<file path="config.mk">
export PLATFORM = sky130hd
export DESIGN_NAME = wdp_watchdog_top
export DESIGN_NICKNAME = d
export VERILOG_FILES = /design/src/common/wdp_pkg.sv /design/src/common/wdp_reg_if.sv /design/src/rtl/wdp_prescaler.sv /design/src/rtl/wdp_ahb_slave.sv /design/src/rtl/wdp_watchdog_top.sv
export SDC_FILE = /design/constraint.sdc
export NUM_CORES = 1
export LEC_CHECK = 0
export BUFFER_PORTS_ARGS = -buffer_cell sky130_fd_sc_hd__clkbuf_2
export CORE_ASPECT_RATIO = 0.9
export CORE_MARGIN = 3
export CORE_UTILIZATION = 45
export CTS_BUF_LIST = sky130_fd_sc_hd__clkbuf_4
export CTS_CLUSTER_SIZE = 25
export DETAILED_ROUTE_END_ITERATION = 10
export PLACE_DENSITY = 0.65
export SYNTH_ARGS = -nofsm -noshare
export SYNTH_HDL_FRONTEND = slang
export SYNTH_SLANG_ARGS = --single-unit
</file>
<file path="constraint.sdc">
create_clock -name clk_sys -period 3.8 [get_ports clk_sys]
set_input_delay 0.76 -clock clk_sys [delete_from_list [all_inputs] [get_ports clk_sys]]
set_output_delay 0.76 -clock clk_sys [all_outputs]
set_load 0.02 [all_outputs]
</file>
<file path="src/common/wdp_pkg.sv">
/*
 * Constants and types of the watchdog timer with prescaler.
 * Assumes a single 250 MHz system clock and an AHB-Lite register port.
 */
// Behaviour
// RULE1 - Counter advances on a separate RC oscillator, also while the core sleeps.
// RULE2 - Time-out while running requests a full watchdog-type device reset.
// RULE3 - Time-out while asleep wakes the device instead of resetting it.
// RULE4 - Enable fuse at zero disables the watchdog for good; software cannot enable.
// RULE5 - Undivided time-out period is nominally 18 ms of oscillator time.
// RULE6 - Control register assigns a prescaler of up to 1:128 to the watchdog.
// RULE7 - Clear or sleep instruction restarts count, and prescaler when assigned.
// RULE8 - Every time-out clears the active-low time-out flag.
// RULE9 - Software clears the watchdog before changing ratio while assigned.
// RULE10 - Ratio field selects powers of two; unassigned prescaler leaves count undivided.
`default_nettype none

package wdp_pkg;

    // Oscillator rate is nominal and arbitrary; only the period is given
    localparam int unsigned RC_OSC_KHZ = 1000;
    localparam int unsigned BASE_PERIOD_US = 18000;
    localparam int unsigned BASE_TICKS = BASE_PERIOD_US * RC_OSC_KHZ / 1000;

    // Register indices; byte address is four times the index
    localparam logic [7:0] IDX_PRESCALE_CTRL = 8'h81;
    localparam logic [7:0] IDX_WD_STATUS = 8'h82;
    localparam logic [7:0] IDX_IRQ_STATUS = 8'h84;
    localparam logic [7:0] IDX_IRQ_MASK = 8'h85;
    localparam logic [7:0] IDX_COUNT = 8'h86;

    localparam logic [7:0] PRESCALE_CTRL_RESET = 8'hff;
    localparam int unsigned ASSIGN_BIT = 3;
    localparam int unsigned RATIO_LSB = 0;
    localparam int unsigned RATIO_W = 3;
    localparam int unsigned PRE_W = 7;

    localparam int unsigned ST_TIMEOUT_N = 0;
    localparam int unsigned ST_ASLEEP = 1;
    localparam int unsigned ST_ENABLED = 2;

    localparam int unsigned IRQ_W = 2;
    localparam int unsigned IRQ_RESET = 0;
    localparam int unsigned IRQ_WAKE = 1;
    localparam logic [IRQ_W-1:0] IRQ_RESET_VAL = 2'h0;

    localparam logic [21:0] HADDR_HIGH_ZERO = 22'h0;
    localparam logic [2:0] HSIZE_WORD = 3'h2;
    localparam logic [1:0] STARTUP_DONE = 2'h3;

    typedef enum logic [3:0] {
        BUS_IDLE = 4'b0001,
        BUS_WRITE = 4'b0010,
        BUS_RWAIT = 4'b0100,
        BUS_RDONE = 4'b1000
    } wdp_bus_state_t;

    typedef enum logic [1:0] {
        PWR_RUN = 2'b01,
        PWR_SLEEP = 2'b10
    } wdp_power_t;

endpackage

`default_nettype wire

</file>
<file path="src/common/wdp_reg_if.sv">
/*
 * Register access carrier between the bus slave and the register file.
 * Assumes both ends share clk_sys.
 */
`timescale 1ns/1ps
`default_nettype none

interface wdp_reg_if;
    logic wrEn;
    logic [7:0] wrIdx;
    logic [31:0] wrData;
    logic [7:0] rdIdx;
    logic [31:0] rdData;

    modport bus (output wrEn, output wrIdx, output wrData, output rdIdx,
                 input rdData);
    modport regs (input wrEn, input wrIdx, input wrData, input rdIdx,
                  output rdData);
endinterface

`default_nettype wire

</file>
<file path="src/rtl/wdp_prescaler.sv">
/*
 * Shared prescaler as seen by the watchdog: divides oscillator ticks.
 * Assumes tickIn is a one-cycle pulse on clk_sys.
 */
`timescale 1ns/1ps
`default_nettype none

module wdp_prescaler
    import wdp_pkg::*;
(
    input wire logic clk_sys,
    input wire logic rst_b,
    input wire logic tickIn,
    input wire logic clear,
    input wire logic assigned,
    input wire logic [RATIO_W-1:0] ratioSel,
    output logic tickOut
);

    logic [PRE_W-1:0] preCount_r;
    logic atLimit;

    // Last count of a 2^sel division
    function automatic logic [PRE_W-1:0] ratioLimit(
        input logic [RATIO_W-1:0] sel);
        logic [PRE_W:0] full;
        full = (8'h01 << sel) - 8'h01;
        return full[PRE_W-1:0];
    endfunction

    // A ratio lowered mid-count terminates at once, hence >=
    assign atLimit = preCount_r >= ratioLimit(ratioSel); // RULE10

    always_ff @(posedge clk_sys or negedge rst_b) begin
        if (!rst_b) begin
            preCount_r <= '0;
        end else if (clear) begin
            preCount_r <= '0; // RULE7
        end else if (tickIn && assigned) begin
            preCount_r <= atLimit ? '0 : preCount_r + 7'h01;
        end
    end

    assign tickOut = tickIn && (!assigned || atLimit); // RULE6 RULE10

endmodule

`default_nettype wire

</file>
<file path="src/rtl/wdp_ahb_slave.sv">
/*
 * AHB-Lite slave front end: writes take no wait, reads one wait state.
 * Assumes single word transfers and that this is the only slave.
 */
`timescale 1ns/1ps
`default_nettype none

module wdp_ahb_slave
    import wdp_pkg::*;
(
    input wire logic clk_sys,
    input wire logic rst_b,
    input wire logic hsel,
    input wire logic [31:0] haddr,
    input wire logic [1:0] htrans,
    input wire logic hwrite,
    input wire logic [2:0] hsize,
    input wire logic [31:0] hwdata,
    input wire logic hready,
    output logic hreadyout,
    output logic hresp,
    output logic [31:0] hrdata,
    wdp_reg_if.bus rif
);

    wdp_bus_state_t busState_r;
    wdp_bus_state_t busState_nxt;
    logic [7:0] idx_r;
    logic mapped_r;
    logic take;
    logic mapped;

    assign take = hsel && htrans[1] && hready;
    assign mapped = (haddr[31:10] == HADDR_HIGH_ZERO) &&
                    (haddr[1:0] == 2'h0) && (hsize == HSIZE_WORD);

    always_comb begin
        busState_nxt = BUS_IDLE;
        if (busState_r == BUS_RWAIT) begin
            busState_nxt = BUS_RDONE;
        end else if (take) begin
            busState_nxt = hwrite ? BUS_WRITE : BUS_RWAIT;
        end
    end

    always_ff @(posedge clk_sys or negedge rst_b) begin
        if (!rst_b) begin
            busState_r <= BUS_IDLE;
        end else begin
            busState_r <= busState_nxt;
        end
    end

    always_ff @(posedge clk_sys or negedge rst_b) begin
        if (!rst_b) begin
            idx_r <= 8'h00;
            mapped_r <= 1'b0;
        end else if (take) begin
            idx_r <= haddr[9:2];
            mapped_r <= mapped;
        end
    end

    // Sampled in the wait cycle so a preceding write is already visible
    always_ff @(posedge clk_sys or negedge rst_b) begin
        if (!rst_b) begin
            hrdata <= 32'h0;
        end else if (busState_r == BUS_RWAIT) begin
            hrdata <= mapped_r ? rif.rdData : 32'h0;
        end
    end

    assign rif.wrEn = (busState_r == BUS_WRITE) && mapped_r;
    assign rif.wrIdx = idx_r;
    assign rif.wrData = hwdata;
    assign rif.rdIdx = idx_r;
    assign hreadyout = (busState_r != BUS_RWAIT);
    assign hresp = 1'b0;

endmodule

`default_nettype wire

</file>
<file path="src/rtl/wdp_watchdog_top.sv">
/*
 * Watchdog timer with shared prescaler, its registers and interrupt.
 * Assumes the RC oscillator arrives as a slow pin, sampled on clk_sys,
 * and that the core reports its clear and sleep instructions as pulses.
 */
// Design decision made here: the AHB-Lite slave port.
`timescale 1ns/1ps
`default_nettype none

module wdp_watchdog_top
    import wdp_pkg::*;
#(
    parameter int unsigned BASE_TICKS_P = BASE_TICKS
)
(
    input wire logic clk_sys,
    input wire logic rst_b,
    input wire logic hsel,
    input wire logic [31:0] haddr,
    input wire logic [1:0] htrans,
    input wire logic hwrite,
    input wire logic [2:0] hsize,
    input wire logic [31:0] hwdata,
    input wire logic hready,
    output logic hreadyout,
    output logic hresp,
    output logic [31:0] hrdata,
    input wire logic rcOscPin,
    input wire logic watchdogEnableFuse,
    input wire logic watchdogClearInstruction,
    input wire logic sleepInstruction,
    input wire logic coreWakeEvent,
    output logic watchdogResetReq,
    output logic watchdogWakeReq,
    output logic sleepActive,
    output logic timeoutFlagN,
    output logic irq
);

    localparam logic [31:0] LAST_COUNT = 32'(BASE_TICKS_P - 1);

    wdp_reg_if rif ();

    // Oscillator and fuse synchronisers
    logic rcSync1_r;
    logic rcSync2_r;
    logic rcSync3_r;
    logic rcEdge;
    logic fuseSync1_r;
    logic fuseSync2_r;
    logic [1:0] startup_r;
    logic fuseCaught_r;
    logic enabled_r;

    // Control register and prescaler
    logic [7:0] prescaleCtrl_r;
    logic prescalerAssignBit;
    logic [RATIO_W-1:0] ratioSelect;
    logic preClear;
    logic preTick;

    // Counter, power state and events
    logic [31:0] watchdogCounter_r;
    logic restart;
    logic timeout;
    wdp_power_t power_r;
    wdp_power_t power_nxt;
    logic timeoutFlagN_r;
    logic resetReq_r;
    logic wakeReq_r;

    // Interrupt registers
    logic [IRQ_W-1:0] irqStatus_r;
    logic [IRQ_W-1:0] irqMask_r;
    logic [IRQ_W-1:0] irqEvents;
    logic [IRQ_W-1:0] irqClear;

    wdp_ahb_slave u_bus (
        .clk_sys(clk_sys),
        .rst_b(rst_b),
        .hsel(hsel),
        .haddr(haddr),
        .htrans(htrans),
        .hwrite(hwrite),
        .hsize(hsize),
        .hwdata(hwdata),
        .hready(hready),
        .hreadyout(hreadyout),
        .hresp(hresp),
        .hrdata(hrdata),
        .rif(rif)
    );

    // Register write decode
    function automatic logic writeHit(
        input logic en,
        input logic [7:0] idx,
        input logic [7:0] target);
        return en && (idx == target);
    endfunction

    // Oscillator pin: two stages, then edge detect on settled samples
    always_ff @(posedge clk_sys or negedge rst_b) begin
        if (!rst_b) begin
            rcSync1_r <= 1'b0;
            rcSync2_r <= 1'b0;
            rcSync3_r <= 1'b0;
        end else begin
            rcSync1_r <= rcOscPin;
            rcSync2_r <= rcSync1_r;
            rcSync3_r <= rcSync2_r;
        end
    end

    // Counts on oscillator edges, not on the stoppable core clock
    assign rcEdge = rcSync2_r && !rcSync3_r; // RULE1

    always_ff @(posedge clk_sys or negedge rst_b) begin
        if (!rst_b) begin
            fuseSync1_r <= 1'b0;
            fuseSync2_r <= 1'b0;
        end else begin
            fuseSync1_r <= watchdogEnableFuse;
            fuseSync2_r <= fuseSync1_r;
        end
    end

    // Fuse is caught once after reset release; no register can change it
    always_ff @(posedge clk_sys or negedge rst_b) begin
        if (!rst_b) begin
            startup_r <= 2'h0;
        end else if (startup_r != STARTUP_DONE) begin
            startup_r <= startup_r + 2'h1;
        end
    end

    always_ff @(posedge clk_sys or negedge rst_b) begin
        if (!rst_b) begin
            fuseCaught_r <= 1'b0;
            enabled_r <= 1'b0;
        end else if (!fuseCaught_r && startup_r == STARTUP_DONE) begin
            fuseCaught_r <= 1'b1;
            enabled_r <= fuseSync2_r; // RULE4
        end
    end

    // Prescale control register
    always_ff @(posedge clk_sys or negedge rst_b) begin
        if (!rst_b) begin
            prescaleCtrl_r <= PRESCALE_CTRL_RESET;
        end else if (writeHit(rif.wrEn, rif.wrIdx, IDX_PRESCALE_CTRL)) begin
            prescaleCtrl_r <= rif.wrData[7:0]; // RULE6
        end
    end

    assign prescalerAssignBit = prescaleCtrl_r[ASSIGN_BIT];
    assign ratioSelect = prescaleCtrl_r[RATIO_LSB +: RATIO_W];

    // Clear or sleep restarts the count
    assign restart = watchdogClearInstruction || sleepInstruction; // RULE7
    assign preClear = restart && prescalerAssignBit; // RULE7

    wdp_prescaler u_pre (
        .clk_sys(clk_sys),
        .rst_b(rst_b),
        .tickIn(rcEdge),
        .clear(preClear),
        .assigned(prescalerAssignBit),
        .ratioSel(ratioSelect),
        .tickOut(preTick)
    );

    // An instruction in the same cycle as the last tick wins over time-out
    assign timeout = enabled_r && preTick && !restart &&
                     (watchdogCounter_r == LAST_COUNT); // RULE5

    always_ff @(posedge clk_sys or negedge rst_b) begin
        if (!rst_b) begin
            watchdogCounter_r <= 32'h0;
        end else if (!enabled_r || restart) begin
            watchdogCounter_r <= 32'h0; // RULE7 RULE4
        end else if (timeout) begin
            watchdogCounter_r <= 32'h0;
        end else if (preTick) begin
            watchdogCounter_r <= watchdogCounter_r + 32'h1; // RULE1 RULE5
        end
    end

    // Run and sleep tracking
    always_comb begin
        power_nxt = power_r;
        unique case (power_r)
            PWR_RUN: begin
                if (sleepInstruction) begin
                    power_nxt = PWR_SLEEP;
                end
            end
            PWR_SLEEP: begin
                if (timeout || coreWakeEvent) begin
                    power_nxt = PWR_RUN; // RULE3
                end
            end
            default: begin
                power_nxt = PWR_RUN;
            end
        endcase
    end

    always_ff @(posedge clk_sys or negedge rst_b) begin
        if (!rst_b) begin
            power_r <= PWR_RUN;
        end else begin
            power_r <= power_nxt;
        end
    end

    // Time-out consequence depends on power state
    always_ff @(posedge clk_sys or negedge rst_b) begin
        if (!rst_b) begin
            resetReq_r <= 1'b0;
            wakeReq_r <= 1'b0;
        end else begin
            resetReq_r <= timeout && (power_r == PWR_RUN); // RULE2
            wakeReq_r <= timeout && (power_r == PWR_SLEEP); // RULE3
        end
    end

    // Active-low time-out flag; set again by clear or sleep
    always_ff @(posedge clk_sys or negedge rst_b) begin
        if (!rst_b) begin
            timeoutFlagN_r <= 1'b1;
        end else if (timeout) begin
            timeoutFlagN_r <= 1'b0; // RULE8
        end else if (restart) begin
            timeoutFlagN_r <= 1'b1;
        end
    end

    // Sticky interrupt status; a new event beats a same-cycle clear
    assign irqEvents[IRQ_RESET] = timeout && (power_r == PWR_RUN);
    assign irqEvents[IRQ_WAKE] = timeout && (power_r == PWR_SLEEP);
    assign irqClear = writeHit(rif.wrEn, rif.wrIdx, IDX_IRQ_STATUS) ?
                      rif.wrData[IRQ_W-1:0] : IRQ_RESET_VAL;

    always_ff @(posedge clk_sys or negedge rst_b) begin
        if (!rst_b) begin
            irqStatus_r <= IRQ_RESET_VAL;
        end else begin
            irqStatus_r <= (irqStatus_r & ~irqClear) | irqEvents;
        end
    end

    always_ff @(posedge clk_sys or negedge rst_b) begin
        if (!rst_b) begin
            irqMask_r <= IRQ_RESET_VAL;
        end else if (writeHit(rif.wrEn, rif.wrIdx, IDX_IRQ_MASK)) begin
            irqMask_r <= rif.wrData[IRQ_W-1:0];
        end
    end

    // Read multiplexer
    always_comb begin
        rif.rdData = 32'h0;
        unique case (rif.rdIdx)
            IDX_PRESCALE_CTRL: begin
                rif.rdData[7:0] = prescaleCtrl_r;
            end
            IDX_WD_STATUS: begin
                rif.rdData[ST_TIMEOUT_N] = timeoutFlagN_r;
                rif.rdData[ST_ASLEEP] = (power_r == PWR_SLEEP);
                rif.rdData[ST_ENABLED] = enabled_r;
            end
            IDX_IRQ_STATUS: begin
                rif.rdData[IRQ_W-1:0] = irqStatus_r;
            end
            IDX_IRQ_MASK: begin
                rif.rdData[IRQ_W-1:0] = irqMask_r;
            end
            IDX_COUNT: begin
                rif.rdData = watchdogCounter_r;
            end
            default: begin
                rif.rdData = 32'h0;
            end
        endcase
    end

    assign watchdogResetReq = resetReq_r;
    assign watchdogWakeReq = wakeReq_r;
    assign sleepActive = (power_r == PWR_SLEEP);
    assign timeoutFlagN = timeoutFlagN_r;
    assign irq = |(irqStatus_r & irqMask_r);

endmodule

`default_nettype wire

</file>
==> impl_metrics.json, run 1 <==
{
  "wl_met3_um": 732,
  "intPower_mw": 1.52,
  "yosys_warnings": 0,
  "timing.fmax_mhz": 302,
  "routed_via_density": 5.73,
  "grt_pass1_vias": 4153,
  "p_seq_frac": 0.609,
  "syn-instance-count": 519,
  "hold_violations": 0,
  "setup_tns_ps": 0,
  "routed_wl_um": 12400,
  "crit_path_end_kind": "flip-flop",
  "ys_ff_latch": 110,
  "slew_viol_final": 0,
  "firstDrtPassIters": 5,
  "yosysTopAreaCell": "dfrtp_1",
  "drive_above_1_share": 0.256,
  "rsz0062_at_grt": "no",
  "fin_hold_ws_ps": 258,
  "start_util": 0.465,
  "synthSimpleGateAreaFrac": 0.168,
  "clk_path_buf_depth": 2,
  "worst_pin_slew_ps": 871,
  "crit_arrival_ps": 3720,
  "async_reset_ff_frac": 1.00,
  "clock_sinks": 110,
  "wl_met2_um": 5630,
  "die_y_um": 110,
  "drt-met1-wl_um": 5890,
  "avgSynthCellArea_um2": 10.3,
  "fin_crit_sh": 0.872,
  "cts_tree": "done",
  "fin_nets": 686,
  "grt_first_pass_wirelength_um": 21000,
  "yosys.cell_types.count": 59,
  "synth-edff-count": 0,
  "fin_cells": 757,
  "core_area_um2": 11500,
  "pwr-share-comb": 0.066,
  "cts_setup_buffers": 0,
  "grt_usage": 0.199,
  "p_sw_mw": 0.486,
  "clk_pin_slew_ps": 170,
  "synth_compound_area_frac": 0.185,
  "cts_hold_buf": 0,
  "p_sw_frac": 0.242,
  "synth_top_area_frac": 0.462,
  "max-vdd-ir-drop_uv": 204,
  "synth_top_family_by_area": "compound AO/OA/AOI/OAI gates",
  "post_drt_wl_per_cell_um": 16.4,
  "gp_congestion": 0.814,
  "syn_area_um2": 5360,
  "ys_top_cells_by_count": "dfrtp_1 (99), nand2_1 (58), a31oi_1 (39)",
  "p_clk_frac": 0.325,
  "area_growth_pct": 12.5,
  "grt_antenna_before_repair": 0,
  "synth_ff_type": "dfrtp_1",
  "cts.htree.levels": 3,
  "cts_resized": 0,
  "synth_fa_ha_area_frac": 0.0257,
  "dp_hpwl_um": 8800,
  "min_path_type": "in2async",
  "regArea_um2": 2770,
  "numCtsBuffers": 9,
  "cellLeakagePower_nw": 2.74,
  "slew_headroom": 0.419,
  "io_pins": 118,
  "via_count": 4335,
  "synth_most_common_cell": "dfrtp_1",
  "status": "completed",
  "grt_max_degree": 50,
  "setup_violations": 0,
  "nFillCells": 1039,
  "multiInputGateArea_um2": 2310,
  "die_area_um2": 13300,
  "power_density_nw_per_um2": 333,
  "synth_nets": 609,
  "synth_area_leaders": "dfrtp_1 (46%), dfstp_2 (5.4%), a22o_1 (4.6%)",
  "final_antenna_net_count": 0,
  "rows": 37,
  "diodes": 0,
  "portBuffers": 91,
  "worstSetupPathType": "reg2reg",
  "cp_data_required_time_ps": 4210,
  "critPathLaunchType": "flip-flop",
  "crit_fanout": 32,
  "yosysSeqAreaShare": 0.516,
  "die_width_um": 121,
  "drc": 0,
  "drtIter0Drc": 301,
  "highest_layer": "met4",
  "muxShareOfSynthArea": 0.0455,
  "synth_xor_xnor_area_share": 0.00327,
  "dp.cells": 741,
  "fin_crit_ps": 3320,
  "insertion_delay_ps": 490,
  "overflow": 0,
  "post-route-util": 0.523,
  "root_buffer": "clkbuf_4",
  "skew_ps": 20.6,
  "cap_violations": 0
}
## stage by stage
step	power [mW]	worst slack, ps	instance area, um^2
finish	2.01	485	6030
global route	2.09	170	6030
CTS	2.03	496	6030
detailed placement	1.38	542	5880
floorplan	1.31	471	5360
global placement	1.37	586	5880
## path summary, 6_finish.rpt
kind                                                from                           endpoint  slack [ps]  depth (start not counted)
max                        prescaleCtrl_r[2]$_DFFE_PN1P_  watchdogCounter_r[25]$_DFFE_PN0P_         480                         13
min                                                rst_b  watchdogCounter_r[17]$_DFFE_PN0P_         260                          1
max reg2reg                prescaleCtrl_r[2]$_DFFE_PN1P_  watchdogCounter_r[25]$_DFFE_PN0P_         480                         13
min reg2reg                          rcSync1_r$_DFF_PN0_                rcSync2_r$_DFF_PN0_         360                          0
max in group asynchronous                          rst_b      prescaleCtrl_r[1]$_DFFE_PN1P_        2650                          2
min in group clk_sys                 rcSync1_r$_DFF_PN0_                rcSync2_r$_DFF_PN0_         360                          0
## critical path, cell delays in order (launching register included)
cell and delay, ps:
dfstp_2 460, or3_1 410, ha_1 270, nor3_1 210, a21oi_1 60, o21a_1 190
ha_1 290, a211oi_1 200, nor2_1 80, a211oi_2 200, a21oi_1 160, or2_1 240
buf_4 250, a31oi_1 220
## layer usage
| layer | vias up | track usage |
|---|---|---|
| li1 | 2084 | - |
| met1 | 2104 | 0.278 |
| met2 | 135 | 0.315 |
| met3 | 12 | 0.0520 |
| met4 | 0 | 0.0421 |
| met5 | - | 0 |
## final cells by class
cell class / instances / share of cell area
clock buffers: 9 / 0.0112
clock inverters: 7 / 0.0145
inverters: 19 / 0.0118
multi-input cells: 357 / 0.384
flip-flops and latches: 110 / 0.459
well taps: 156 / 0.0324
repair buffers: 99 / 0.0879
## registers in the layout, summed over array words and instances, names as in the netlist, 2 cells and up
register	cells
prescaleCtrl_r	8
u_pre.preCount_r	7
power_r	2
startup_r	2
u_bus.hrdata	32
u_bus.rif.rdIdx	8
irqStatus_r	2
irqMask_r	2
u_bus.busState_r	4
watchdogCounter_r	32
## kinds of logic after synthesis
kind of cell | count (synthesis)
xor+xnor | 2
fa+ha+maj | 11
simple gates | 176
compound gates | 145
other cells | 1
mux | 22
flops | 110
buf+inv | 52
## power by group through the flow
| stage | registers, mW | clock network [mW] | logic, mW |
|---|---|---|---|
| global placement | 1.24 | 0 | 0.131 |
| detailed placement | 1.24 | 0 | 0.135 |
| floorplan | 1.24 | 0 | 0.0697 |
| finish | 1.22 | 0.653 | 0.133 |
| global route | 1.23 | 0.718 | 0.150 |
| CTS | 1.22 | 0.671 | 0.135 |
## placed cells by master (no fill, tap or decap), types with 3 or more instances in the layout
master and instances:
nand2b_1 8, nor2_1 24, buf_4 8, a21oi_1 18, a22oi_1 3, nor4b_1 3
a31oi_1 39, nor3_1 9, clkinv_1 3, a41oi_1 7, clkbuf_4 9, nor2b_1 6
o21ai_0 28, nand3_1 17, a222oi_1 5, a211o_1 3, ha_1 11, inv_1 19
nand2_1 58, or2_2 3, mux2_2 19, o31ai_1 3, or3_1 3, a22o_1 28
clkbuf_2 90, nor4_1 12, and3_1 6, mux2i_1 3, dfrtp_1 99, dfstp_2 11
nand4_1 12
Power figures use the tool's default switching activity.
==> inputs of run 2 (changes only) <==
==> constraint.sdc (replaced) <==
create_clock -name clk_sys -period 4.1 [get_ports clk_sys]
set_input_delay 0.615 -clock clk_sys [delete_from_list [all_inputs] [get_ports clk_sys]]
set_output_delay 0.615 -clock clk_sys [all_outputs]
set_load 0.02 [all_outputs]
==> run 2 against run 1 <==
Sequential share of layout area grew 0.35 points. Combinational power down 7%. Via count increased by 0.62%. Power shrank 11%.
==> impl_metrics.json, run 2 (same netlist as run 1, synthesis figures left out) <==
{
  "fin_crit_ps": 3740,
  "cts_resized": 0,
  "slew_headroom": 0.429,
  "worst_pin_slew_ps": 851,
  "cp_data_required_time_ps": 4510,
  "fin_cells": 756,
  "routed_via_density": 5.77,
  "crit_path_end_kind": "flip-flop",
  "r2r_start": "prescaleCtrl_r[2]$_DFFE_PN1P_",
  "status": "completed",
  "post-route-util": 0.519,
  "diodes": 0,
  "cap_violations": 0,
  "cts_tree": "done",
  "highest_layer": "met4",
  "power.total_mw": 1.78,
  "r2r_cells": 13,
  "mostFrequentLayoutCells": "dfrtp_1 (99), clkbuf_2 (90), nand2_1 (58)",
  "slew_viol_final": 0,
  "die_area_um2": 13300,
  "area_growth_pct": 11.6,
  "firstDrtPassIters": 6,
  "drtIter0Drc": 311,
  "via_count": 4362,
  "fin_nets": 685,
  "post_drt_wl_per_cell_um": 16.1,
  "io_pins": 118,
  "nFillCells": 1053,
  "root_buffer": "clkbuf_4",
  "layout_commonest_cell": "dfrtp_1",
  "r2r_end": "watchdogCounter_r[25]$_DFFE_PN0P_",
  "reg.largest.list": "u_bus.hrdata (32), watchdogCounter_r (32)",
  "skew_ps": 20.8,
  "overflow": 0,
  "grt_max_degree": 50,
  "cp-startpoint": "prescaleCtrl_r[2]$_DFFE_PN1P_",
  "die_width_um": 121,
  "clock_sinks": 110,
  "critPathLaunchType": "flip-flop",
  "wl_met2_um": 5490,
  "setup_tns_ps": 0,
  "timing.fmax_mhz": 268,
  "drc": 0,
  "dp_hpwl_um": 8730,
  "hold_violations": 0,
  "reg2reg_slack_ps": 360,
  "cts_setup_buffers": 0,
  "crit_arrival_ps": 4140,
  "numCtsBuffers": 9,
  "routed_wl_um": 12200,
  "max-vdd-ir-drop_uv": 230,
  "clk_path_buf_depth": 2,
  "clk_pin_slew_ps": 160,
  "fin_crit_sh": 0.911,
  "dp.cells": 740,
  "power_density_nw_per_um2": 298,
  "gp_congestion": 0.807,
  "cts_hold_buf": 0,
  "wl_met3_um": 716,
  "die_y_um": 110,
  "rsz0062_at_grt": "no",
  "min_path_type": "in2async",
  "core_area_um2": 11500,
  "portBuffers": 91,
  "setup_violations": 0,
  "grt_antenna_before_repair": 0,
  "cellLeakagePower_nw": 2.73,
  "worstSetupPathType": "reg2reg",
  "cts.htree.levels": 3,
  "start_util": 0.465,
  "drt-met1-wl_um": 5810,
  "insertion_delay_ps": 480,
  "grt_pass1_vias": 4046,
  "grt_first_pass_wirelength_um": 20300,
  "final_antenna_net_count": 0,
  "rows": 37,
  "grt_usage": 0.192,
  "crit_fanout": 32,
  "drive_above_1_share": 0.258
}
==> run 2: changes by cell type in the layout (fill, tap and decap cells not counted), sizes merged <==
cell | before | now
clkbuf | 99 | 100
bufinv | 2 | 1
clkinvlp | 1 | 0
inv | 20 | 19
clkinv | 3 | 5
buf | 9 | 8
==> run 2: worst max-delay path: stages, from the launching register on <==
cell and delay (ps):
dfstp_2 460, or3_1 410, ha_1 280, nor3_1 200, a21oi_1 60, o21a_1 190
ha_1 280, a211oi_1 210, nor2_1 90, a211oi_2 510, a21oi_1 220, or2_1 260
buf_4 240, a31oi_1 230
==> run 2: worst max-delay path by stage <==
stage,end,cells after the start,slack (ps)
after detailed placement,watchdogCounter_r[18]$_DFFE_PN0P_,13,460
after global routing,watchdogCounter_r[12]$_DFFE_PN0P_,13,170
after global placement,watchdogCounter_r[25]$_DFFE_PN0P_,13,580
after CTS,watchdogCounter_r[25]$_DFFE_PN0P_,13,430
after floorplan,watchdogCounter_r[12]$_DFFE_PN0P_,15,770
final,watchdogCounter_r[25]$_DFFE_PN0P_,13,360
==> run 2: per-stage QoR <==
stage / setup slack, ps / hold WS (ps) / instance area [um^2]
final: 363 / 108 / 5990
after detailed placement: 463 / 336 / 5860
after global placement: 584 / 342 / 5860
after CTS: 431 / 107 / 5990
after floorplan: 771 / 319 / 5360
after global routing: 173 / 132 / 5990
==> run 2: cell type report <==
type | count | area (um^2) | share of cell area
multi-input combinational | 357 | 2310 | 0.387
tap | 156 | 195 | 0.0326
clock buffer | 10 | 75.1 | 0.0125
clock inverter | 6 | 53.8 | 0.00899
timing repair buffer | 98 | 510 | 0.0853
inverter | 19 | 71.3 | 0.0119
sequential | 110 | 2770 | 0.462
==> run 2: metal layers <==
layer  GRT usage  vias to the layer above
li1            -                     2093
met1       0.270                     2125
met2       0.302                      134
met3      0.0401                       10
met4      0.0583                        0
met5           0                        -
==> run 2: power by group <==
group / total (mW) / internal, mW / switching (mW) / leakage, nW
Clock: 0.528 / 0.187 / 0.340 / 0.0773
Combinational: 0.124 / 0.0537 / 0.0702 / 1.21
Sequential: 1.13 / 1.11 / 0.0210 / 1.44
